===== config.mk =====
export PLATFORM = sky130hd
export DESIGN_NAME = cedc_top
export DESIGN_NICKNAME = d
export VERILOG_FILES = /design/src/design/cedc_w1c_flags.v /design/src/design/cedc_apb_port.v /design/src/design/cedc_top.v
export VERILOG_INCLUDE_DIRS = /design/src /design/src/design
export SDC_FILE = /design/constraint.sdc
export NUM_CORES = 1
export LEC_CHECK = 0
export BUFFER_PORTS_ARGS = -buffer_cell sky130_fd_sc_hd__buf_2
export CORE_ASPECT_RATIO = 0.7
export CORE_MARGIN = 5
export CORE_UTILIZATION = 40
export CTS_BUF_LIST = sky130_fd_sc_hd__clkbuf_4
export CTS_CLUSTER_DIAMETER = 40
export DETAILED_ROUTE_END_ITERATION = 6
export GPL_ROUTABILITY_DRIVEN = 0
export PLACE_DENSITY = 0.72
export SLEW_MARGIN = 10
export SYNTH_ARGS = -nofsm -noshare
export SYNTH_HDL_FRONTEND = slang
export SYNTH_HIERARCHICAL = 1
export SYNTH_SLANG_ARGS = --single-unit

===== constraint.sdc =====
create_clock -name clk -period 6.45 [get_ports clk]
set_input_delay 1.6125 -clock clk [delete_from_list [all_inputs] [get_ports clk]]
set_output_delay 1.6125 -clock clk [all_outputs]
set_load 0.05 [all_outputs]

===== src/design/cedc_consts.vh =====
// Purpose: constants for the cache error detect control block
// Assumes: 32-bit register words on an APB slave port
// Notes:   field positions use the big-endian numbering 32..63;
//          index in the word is 63 minus the printed position
`ifndef CEDC_CONSTS_VH
`define CEDC_CONSTS_VH

// ********************************
// register byte offsets
// ********************************
`define CEDC_OFS_DISABLE 8'h00
`define CEDC_OFS_STATUS 8'h04
`define CEDC_OFS_CONTROL 8'h08
`define CEDC_OFS_REPORT_EN 8'h0C
`define CEDC_OFS_STATE 8'h10
`define CEDC_ADDR_W 8

// ********************************
// field positions (word bit index)
// ********************************
`define CEDC_BIT_REPEAT (63 - 32)
`define CEDC_BIT_TAG_MULTIWAY_HIT_FLAG (63 - 56)
`define CEDC_BIT_TPAR (63 - 59)
`define CEDC_BIT_MBECC (63 - 60)
`define CEDC_BIT_SBECC (63 - 61)
`define CEDC_BIT_DPAR (63 - 62)
`define CEDC_BIT_PARITY_EN 0
`define CEDC_BIT_INJECT 5

// ********************************
// internal class vector order
// ********************************
`define CEDC_CLS_TAG_MULTIWAY_HIT_FLAG 0
`define CEDC_CLS_TPAR 1
`define CEDC_CLS_MBECC 2
`define CEDC_CLS_SBECC 3
`define CEDC_CLS_DPAR 4
`define CEDC_NCLS 5

// ********************************
// reset values
// ********************************
`define CEDC_RST_DISABLE 32'h00000000
`define CEDC_RST_CONTROL 32'h00000000
`define CEDC_RST_REPORT_EN 32'h00000000

`endif


===== src/design/cedc_w1c_flags.v =====
// Purpose: bank of sticky flags, set by hardware, cleared by writing one
// Assumes: set and clear are one-cycle strobes on clk
// Notes:   set wins over clear in the same cycle
`timescale 1ns/1ps
`default_nettype none

module cedc_w1c_flags #(
	parameter W = 6
) (
	input wire clk,
	input wire rst,
	input wire [W-1:0] set,
	input wire [W-1:0] clr,
	output reg [W-1:0] flags_reg
);

	wire [W-1:0] flags_next;

	// a late event must not vanish under a clear
	assign flags_next = (flags_reg & ~clr) | set;

	always @(posedge clk) begin
		if (rst) begin
			flags_reg <= {W{1'b0}};
		end else begin
			flags_reg <= flags_next;
		end
	end

endmodule // cedc_w1c_flags

`default_nettype wire


===== src/design/cedc_apb_port.v =====
// Purpose: APB handshake and address decode for the register file
// Assumes: zero wait states; APB3 pready and pslverr
// Notes:   read data is latched in setup so it comes from a flop
`timescale 1ns/1ps
`default_nettype none
`include "cedc_consts.vh"

module cedc_apb_port (
	input wire psel,
	input wire penable,
	input wire pwrite,
	input wire [`CEDC_ADDR_W-1:0] paddr,
	output wire pready,
	output wire pslverr,
	output wire setup_rd,
	output wire wr_stb,
	output wire [4:0] sel
);

	wire hit;

	assign sel[0] = paddr == `CEDC_OFS_DISABLE;
	assign sel[1] = paddr == `CEDC_OFS_STATUS;
	assign sel[2] = paddr == `CEDC_OFS_CONTROL;
	assign sel[3] = paddr == `CEDC_OFS_REPORT_EN;
	assign sel[4] = paddr == `CEDC_OFS_STATE;
	assign hit = |sel;

	assign pready = 1'b1;
	// unmapped access completes with an error, no side effect
	assign pslverr = psel & penable & ~hit;
	assign setup_rd = psel & ~penable & ~pwrite;
	assign wr_stb = psel & penable & pwrite & hit;

endmodule // cedc_apb_port

`default_nettype wire


===== src/design/cedc_top.v =====
// Purpose: error detection gating and status capture for a cache
// Assumes: error pulses and injection level come from logic on clk
// Notes:   threshold counting, address capture, injection itself elsewhere
`timescale 1ns/1ps
`default_nettype none
`include "cedc_consts.vh"

module cedc_top (
	input wire clk,
	input wire rst,
	input wire psel,
	input wire penable,
	input wire pwrite,
	input wire [`CEDC_ADDR_W-1:0] paddr,
	input wire [31:0] pwdata,
	output reg [31:0] prdata,
	output wire pready,
	output wire pslverr,
	input wire inject_active,
	input wire err_tag_multiway_hit,
	input wire err_tag_parity,
	input wire err_data_multibit,
	input wire err_data_singlebit,
	input wire err_data_parity,
	output reg machine_check_req,
	output reg [`CEDC_NCLS-1:0] class_detect_reg
);

	// ********************************
	// reset values and class masks
	// ********************************

	// widened to full words so single fields can be picked out
	localparam [31:0] RST_DISABLE = `CEDC_RST_DISABLE;
	localparam [31:0] RST_CONTROL = `CEDC_RST_CONTROL;
	localparam [31:0] RST_REPORT_EN = `CEDC_RST_REPORT_EN;
	localparam [`CEDC_NCLS-1:0] NO_CLS = {`CEDC_NCLS{1'b0}};
	localparam [`CEDC_NCLS-1:0] ALL_CLS = {`CEDC_NCLS{1'b1}};

	// ********************************
	// functions
	// ********************************

	// class vector to register word layout
	function [31:0] cls_to_word;
		input [`CEDC_NCLS-1:0] c;
		begin
			cls_to_word = 32'h00000000;
			cls_to_word[`CEDC_BIT_TAG_MULTIWAY_HIT_FLAG] = c[`CEDC_CLS_TAG_MULTIWAY_HIT_FLAG];
			cls_to_word[`CEDC_BIT_TPAR] = c[`CEDC_CLS_TPAR];
			cls_to_word[`CEDC_BIT_MBECC] = c[`CEDC_CLS_MBECC];
			cls_to_word[`CEDC_BIT_SBECC] = c[`CEDC_CLS_SBECC];
			cls_to_word[`CEDC_BIT_DPAR] = c[`CEDC_CLS_DPAR];
		end
	endfunction

	// register word to class vector
	function [`CEDC_NCLS-1:0] word_to_cls;
		input [31:0] w;
		begin
			word_to_cls = {`CEDC_NCLS{1'b0}};
			word_to_cls[`CEDC_CLS_TAG_MULTIWAY_HIT_FLAG] = w[`CEDC_BIT_TAG_MULTIWAY_HIT_FLAG];
			word_to_cls[`CEDC_CLS_TPAR] = w[`CEDC_BIT_TPAR];
			word_to_cls[`CEDC_CLS_MBECC] = w[`CEDC_BIT_MBECC];
			word_to_cls[`CEDC_CLS_SBECC] = w[`CEDC_BIT_SBECC];
			word_to_cls[`CEDC_CLS_DPAR] = w[`CEDC_BIT_DPAR];
		end
	endfunction

	// ********************************
	// bus port
	// ********************************

	wire setup_rd;
	wire wr_stb;
	wire [4:0] sel;

	cedc_apb_port i_cedc_apb_port (
		.psel(psel),
		.penable(penable),
		.pwrite(pwrite),
		.paddr(paddr),
		.pready(pready),
		.pslverr(pslverr),
		.setup_rd(setup_rd),
		.wr_stb(wr_stb),
		.sel(sel)
	);

	// ********************************
	// write strobes
	// ********************************

	// pready is tied high, so each access ends after one cycle
	// writes to the enable view at 0x10 fall on nothing
	wire wr_disable = wr_stb & sel[0];
	wire wr_status = wr_stb & sel[1];
	wire wr_control = wr_stb & sel[2];
	wire wr_report_en = wr_stb & sel[3];

	// ********************************
	// software control registers
	// ********************************

	// only implemented positions are stored, so reserved ones read 0
	reg [`CEDC_NCLS-1:0] check_off_reg;
	reg [`CEDC_NCLS-1:0] check_off_next;
	reg [`CEDC_NCLS-1:0] report_en_reg;
	reg [`CEDC_NCLS-1:0] report_en_next;
	reg cache_parity_enable_reg;
	reg cache_parity_enable_next;

	always @* begin
		check_off_next = check_off_reg;
		report_en_next = report_en_reg;
		cache_parity_enable_next = cache_parity_enable_reg;
		if (wr_disable) begin
			// tag ECC off positions are not stored
			check_off_next = word_to_cls(pwdata);
		end
		if (wr_report_en) begin
			report_en_next = word_to_cls(pwdata);
		end
		if (wr_control) begin
			cache_parity_enable_next = pwdata[`CEDC_BIT_PARITY_EN];
		end
	end

	always @(posedge clk) begin
		if (rst) begin
			check_off_reg <= word_to_cls(RST_DISABLE);
			report_en_reg <= word_to_cls(RST_REPORT_EN);
			cache_parity_enable_reg <= RST_CONTROL[`CEDC_BIT_PARITY_EN];
		end else begin
			check_off_reg <= check_off_next;
			report_en_reg <= report_en_next;
			cache_parity_enable_reg <= cache_parity_enable_next;
		end
	end

	// ********************************
	// detection gating
	// ********************************

	wire off_tag_multiway_hit_flag = check_off_reg[`CEDC_CLS_TAG_MULTIWAY_HIT_FLAG];
	wire off_tpar = check_off_reg[`CEDC_CLS_TPAR];
	wire off_mbecc = check_off_reg[`CEDC_CLS_MBECC];
	wire off_sbecc = check_off_reg[`CEDC_CLS_SBECC];
	wire off_dpar = check_off_reg[`CEDC_CLS_DPAR];
	wire pe = cache_parity_enable_reg;

	// software is expected to set pe and clear off bits before
	// injecting; injection overrides regardless
	reg [`CEDC_NCLS-1:0] nominal_en;
	wire [`CEDC_NCLS-1:0] detect_en;

	// enables as software set them, before the injection override
	always @* begin
		nominal_en = NO_CLS;
		nominal_en[`CEDC_CLS_TAG_MULTIWAY_HIT_FLAG] = ~off_tag_multiway_hit_flag & pe;
		nominal_en[`CEDC_CLS_TPAR] = ~off_tpar;
		nominal_en[`CEDC_CLS_MBECC] = ~off_mbecc;
		nominal_en[`CEDC_CLS_SBECC] = ~off_sbecc;
		// parity only stands in when both ECC checks are off
		nominal_en[`CEDC_CLS_DPAR] =
			~off_dpar & pe & off_mbecc & off_sbecc;
	end

	// injected errors must never be lost to a stale off bit
	assign detect_en = inject_active ? ALL_CLS : nominal_en;

	wire [`CEDC_NCLS-1:0] err_in;
	wire [`CEDC_NCLS-1:0] detected;

	assign err_in[`CEDC_CLS_TAG_MULTIWAY_HIT_FLAG] = err_tag_multiway_hit;
	assign err_in[`CEDC_CLS_TPAR] = err_tag_parity;
	assign err_in[`CEDC_CLS_MBECC] = err_data_multibit;
	assign err_in[`CEDC_CLS_SBECC] = err_data_singlebit;
	assign err_in[`CEDC_CLS_DPAR] = err_data_parity;

	// an error with detection off leaves no trace
	assign detected = err_in & detect_en;

	// ********************************
	// status flags
	// ********************************

	wire [`CEDC_NCLS:0] flags;
	wire [`CEDC_NCLS-1:0] class_flags = flags[`CEDC_NCLS-1:0];
	wire repeat_flag = flags[`CEDC_NCLS];
	wire [`CEDC_NCLS-1:0] clr_cls;
	wire clr_repeat;
	wire repeat_set;
	wire [`CEDC_NCLS-1:0] repeat_cls;
	wire [`CEDC_NCLS:0] flag_set;
	wire [`CEDC_NCLS:0] flag_clr;

	// write 1 clears, write 0
	assign clr_cls = wr_status ? word_to_cls(pwdata) : {`CEDC_NCLS{1'b0}};
	assign clr_repeat = wr_status & pwdata[`CEDC_BIT_REPEAT];

	// second error of a class whose flag is still standing
	// repeat is shared: any class may raise it, one clear drops it
	assign repeat_cls = detected & class_flags;
	assign repeat_set = |repeat_cls;

	// set wins, so an error in the clearing cycle is still seen
	assign flag_set = {repeat_set, detected};
	assign flag_clr = {clr_repeat, clr_cls};

	cedc_w1c_flags #(
		.W(`CEDC_NCLS + 1)
	) i_cedc_w1c_flags (
		.clk(clk),
		.rst(rst),
		.set(flag_set),
		.clr(flag_clr),
		.flags_reg(flags)
	);

	// ********************************
	// reporting toward the core
	// ********************************

	// flags capture every detected class; only the report is gated
	wire report_hit;

	assign report_hit = |(detected & report_en_reg);

	// one-cycle pulse, one cycle after the error pulse
	always @(posedge clk) begin
		if (rst) begin
			machine_check_req <= 1'b0;
			class_detect_reg <= NO_CLS;
		end else begin
			machine_check_req <= report_hit;
			class_detect_reg <= detected;
		end
	end

	// ********************************
	// read back
	// ********************************

	// reserved positions stay 0 in every word
	reg [31:0] rd_word;

	always @* begin
		rd_word = 32'h00000000;
		case (1'b1)
			sel[0]: begin
				rd_word = cls_to_word(check_off_reg);
			end
			sel[1]: begin
				// no tag ECC or config flags exist
				rd_word = cls_to_word(class_flags);
				rd_word[`CEDC_BIT_REPEAT] = repeat_flag;
			end
			sel[2]: begin
				// injection level shown live, it is not stored
				rd_word[`CEDC_BIT_PARITY_EN] = pe;
				rd_word[`CEDC_BIT_INJECT] = inject_active;
			end
			sel[3]: begin
				rd_word = cls_to_word(report_en_reg);
			end
			sel[4]: begin
				// effective enables, handy when debugging gating
				rd_word = cls_to_word(detect_en);
			end
			default: begin
				rd_word = 32'h00000000;
			end
		endcase
	end

	// latched at setup, so a flag set during access shows next read
	always @(posedge clk) begin
		if (rst) begin
			prdata <= 32'h00000000;
		end else if (setup_rd) begin
			prdata <= rd_word;
		end
	end

endmodule // cedc_top

`default_nettype wire


[Word-level counts from Yosys, hierarchy flattened]
Index checks and enable logic that the tools add are counted.
Storage, ports and cells
  memory bits (read-only): 0
  output and inout port bits: 40
  latch bits: 0
  memories kept: 0
  logic and storage cells: 62
  RAM bits: 0
  bits in registers: 55
Cells by class
  order comparisons: 0
  add/sub/neg operators: 0
  multipliers: 0
  equal/unequal tests: 4
  div/mod/pow operators: 0
  reduce and logical (&&, ||, !) cells: 4
  multiplexer cells: 18
  shift-type cells: 0
  bitwise operators: 29
Operators by type and width (count)
  2-to-1 mux 26 bit: 2
  2-to-1 mux 4 bit: 5
  equality test 8 x 4 -> 1 bit, second input constant: 2
  AND 1 bit: 15
  AND 5 bit: 3
  OR reduction 5 bit: 3
  2-to-1 mux 5 bit: 2
  equality test 8 x 3 -> 1 bit, second input constant: 1
  equality test 8 x 5 -> 1 bit, second input constant: 1
  logical NOT 8 bit: 1
  NOT 1 bit: 8
  AND 6 bit: 1
  2-to-1 mux 1 bit: 6
  2-to-1 mux 2 bit: 3
  NOT 6 bit: 1
  OR 6 bit: 1

[Depth between registers and ports, before layout]
  depth after elaboration: 10
  depth in mapped cells: 7
  mapped depth without buffers: 6

[By module]
Netlist, hierarchy kept.
By module, submodules not included
  cedc_top: area each 1348.8 um^2, times used 1, seq. area each 500.5 um^2, cells each 166
  cedc_w1c_flags: area each 255.2 um^2, times used 1, seq. area each 120.1 um^2, cells each 24
  cedc_apb_port: area each 122.6 um^2, times used 1, seq. area each 0.0 um^2, cells each 18

[Least setup slack after synthesis]
No wires, ideal clock.
  path kind: input-to-output
  start: input paddr[1]
  end: output pslverr
  path slack: 2.049 ns
  data arrival time: 2.788 ns
  path buffers: 1
  cell stages on the path: 3
  required time: 4.838 ns
  cells stage by stage: or4_1 buf_2 o311a_1
Between the ends
  longest elaborated chain between the ends: 4
  elaborated cells between the ends (all ways): 8
  those cells by class: eq/ne (4); bitwise (2); reduce/logical (2)
Ends and longest elaborated chain
  start: declaration: RTL line cedc_top.v:14  | input wire [`CEDC_ADDR_W-1:0] paddr,
  equality test 8 x 3 -> 1 bit (no source line) (tied with other cells)
  OR reduction 5 bit (*): RTL line cedc_apb_port.v:27  | assign hit = |sel;
  NOT 1 bit (*): RTL line cedc_apb_port.v:31  | assign pslverr = psel & penable & ~hit;
  AND 1 bit (*): RTL line cedc_apb_port.v:31
  end: declaration: RTL line cedc_top.v:18  | output wire pslverr,
Every way passes the cells marked *; elsewhere a longest branch is shown, timed or not.

[Final worst setup path]
Ends and elaborated chain as after synthesis.

==> reports/results.tsv <==
metric	value	unit
run_status	completed	
largest_reg_flops	8	
power.share.switching	0.3338	
vdd.ir_drop.worst	0.09550	mV
ant_nets	0	
power.net_switching	129.9	uW
synth_seq_area_share	0.3594	
start_util	0.4059	
wl	4050	um
overall_die_height	64.97	um
drtIter0Drc	147	
fin_cells	305	
timing.critical_path.from_type	input port	
power.share.clock	0.281	
netlist_area	1727	um2
setup_viol	0	
clk_path_buf_depth	2	
critical-path-top-delay-family	simple AND/OR/NAND/NOR gates	
grt.met2_usage	0.1931	
gr-usage-met3	0.03939	
yosysUniqueCellTypes	38	
clock.fmax	217.7	MHz
post-place-cells	297	
power.density_cell_area	198.0	nW/um2
synth_async_sr_flop_share	0	
ys_dominant_reg_cell	dfxtp_1	
critPathSlowestCell	or4_1	
skew	11.34	ps
grtUsageTotal	0.1460	
critPathKind	input port to output pin	
fin_crit	4594	ps
p_seq_frac	0.517	
worstPathBufferInverterCount	2	
fin_ws	1856	ps
drcViolationCount	0	
drt_pre_antenna_iters	4	
totalNegativeSetupSlack	0	ps
grt_first_pass_wirelength	6472	um
critPathRequiredTime	4840	ps
final_nets	300	
max_slew_margin	0.3808	
unrepaired_setup_endpoints_after_global_routing	false	
clk_pin_slew_worst_paths	100	ps
n_fill_cell	455	
maximum_number_of_pins_on_one_net_before_global_route_repair	32	
grt.busiest_layer	met1	
detailed_place_hpwl	3043	um
placement.setup.worst_slack	1855	ps
ys_seq_elements	31	
vias_per_cell	4.948	
cts_hold_repair.buffers	0	
worst_skew_pair_later_pin_latency	340	ps
port-buffer-count	40	
leakage	0.8146	nW
clock_sink_count	31	
synth-warning-count	6	
design.die.area	5751	um2
internal-power	259.3	uW
ctsHtreeMaxLevel	2	
clock-root-buffer	clkbuf_4	
tightest_slew	920.3	ps
combinationalPowerShare	0.203	
routed_wire_length_per_instance	13.28	um
most-common-layout-cells	40 x buf_2, 31 x dfxtp_1, 25 x conb_1, 23 x a21oi_1, 19 x nand2_1	
timing.critical_path.fanout_max	7	
synth_edf_count	0	
placementRows	20	
core_area	4254	um2
finish.utilization	0.4621	
grt-ovfl-total	0	
grt_util_met1	0.2148	
hold_class	flip-flop to flip-flop	
timing.critical_path.to_type	output pin	
cts_tree	yes	
antenna_found_initial	0	
maxCapViolCount	0	
io_pins	91	
crit_arrival	2980	ps
layout_commonest_cell	buf_2	
critical_path.max_stage_delay	680	ps
cts.repair_timing.setup_buffer_count	0	
drive_gt1_frac	0.2520	
timing.final.crit_share	0.7122	
cts_resized	0	
tritoncts.num_buffers	5	
die_x	88.53	um
timing_max_transition_violations_final	0	
via_count_of_the_first_global_routing_pass	1345	
syn-instance-count	208	
synth_area_per_inst	8.301	um2
diodes_inserted	0	
cp_cell_sequence	buf_2 -> or4_1 -> o311a_1 -> buf_2	
count_of_final_hold_check_violations	0	
syn_to_final_growth	13.84	%
cp_common_cell	buf_2	
via_count	1509	
-- stage by stage --
stage | total power, mW | hold slack [ps] | instance area, um2
detailed placement | 0.2843 | 462.8 | 1913
floorplan | 0.2771 | 439.0 | 1813
global placement | 0.2837 | 449.4 | 1913
CTS | 0.3943 | 476.6 | 1966
global route | 0.4068 | 497.0 | 1966
finish | 0.3891 | 473.4 | 1966
-- tightest hold or removal path, delay by kind of cell, from the launching register on --
kind	cells	cell delay (ps)
AOI/OAI and AO/OA	1	50
DFF	1	320
and+or+nand+nor	1	60
-- power by group through the flow --
stage	clock network, mW	registers [mW]	logic, mW
after floorplan	0	0.215	0.0625
after global placement	0	0.205	0.0782
after detailed placement	0	0.206	0.0787
after CTS	0.114	0.201	0.0788
after global routing	0.121	0.202	0.0842
final	0.109	0.201	0.0789
-- cells in the mapped netlist, types with 2 or more instances --
library cell / instances / area (um2)
dfxtp_1: 31 / 620.6
and2_1: 2 / 12.51
o21ai_0: 5 / 25.02
clkbuf_1: 6 / 22.52
buf_4: 25 / 187.7
a22o_1: 3 / 26.28
a21oi_1: 23 / 115.1
nand2b_1: 9 / 56.30
nand3_1: 12 / 60.06
inv_1: 7 / 26.28
and3_1: 7 / 43.79
nand2b_4: 6 / 82.58
nand4b_1: 2 / 17.52
o21a_1: 2 / 15.01
nor3_1: 3 / 15.01
a221o_1: 2 / 20.02
conb_1: 2 / 7.510
nor3b_1: 2 / 15.01
nand3b_1: 4 / 30.03
nor2b_1: 9 / 56.30
nor4_1: 5 / 31.28
buf_2: 3 / 15.01
a221oi_1: 3 / 26.28
nand2_1: 19 / 71.32
nor2_1: 3 / 11.26
-- worst paths after layout --
| path | depth (start not counted) | end | slack [ps] | startpoint |
|---|---|---|---|---|
| worst max-delay path | 4 | pslverr | 1860 | paddr[1] |
| worst min-delay path | 2 | prdata[1] | 470 | prdata[1] |
| worst max register to register | 6 | i_cedc_w1c_flags/flags_reg[5] | 4950 | check_off_reg[3] |
| worst min register to register | 2 | prdata[1] | 470 | prdata[1] |
-- logic make-up (layout without fill, tap and decap cells) --
| logic type | after synthesis | count (layout) | share of synthesized area |
|---|---|---|---|
| AO/OA/AOI/OAI | 46 | 46 | 0.1717 |
| buffers and inverters | 41 | 60 | 0.1457 |
| flip-flops | 31 | 31 | 0.3594 |
| other | 2 | 25 | 0.004349 |
| AND/OR/NAND/NOR | 88 | 88 | 0.3188 |
-- per-layer routing --
metal  wire, um  vias to the layer above
li1           -                      762
met1       1913                      679
met2       1715                       58
met3        342                       10
met4         78                        0
met5          0                        -
-- layout make-up --
cell class,count,area [um2],area share
Clock inverter,2,7.507,0.003819
Inverter,7,26.28,0.01337
Tap cell,55,68.82,0.03501
Timing Repair Buffer,45,237.7,0.1209
Clock buffer,6,45.04,0.02292
Multi-Input combinational cell,159,959.7,0.4882
Sequential cell,31,620.6,0.3157
(Power assumes the default switching activity.)
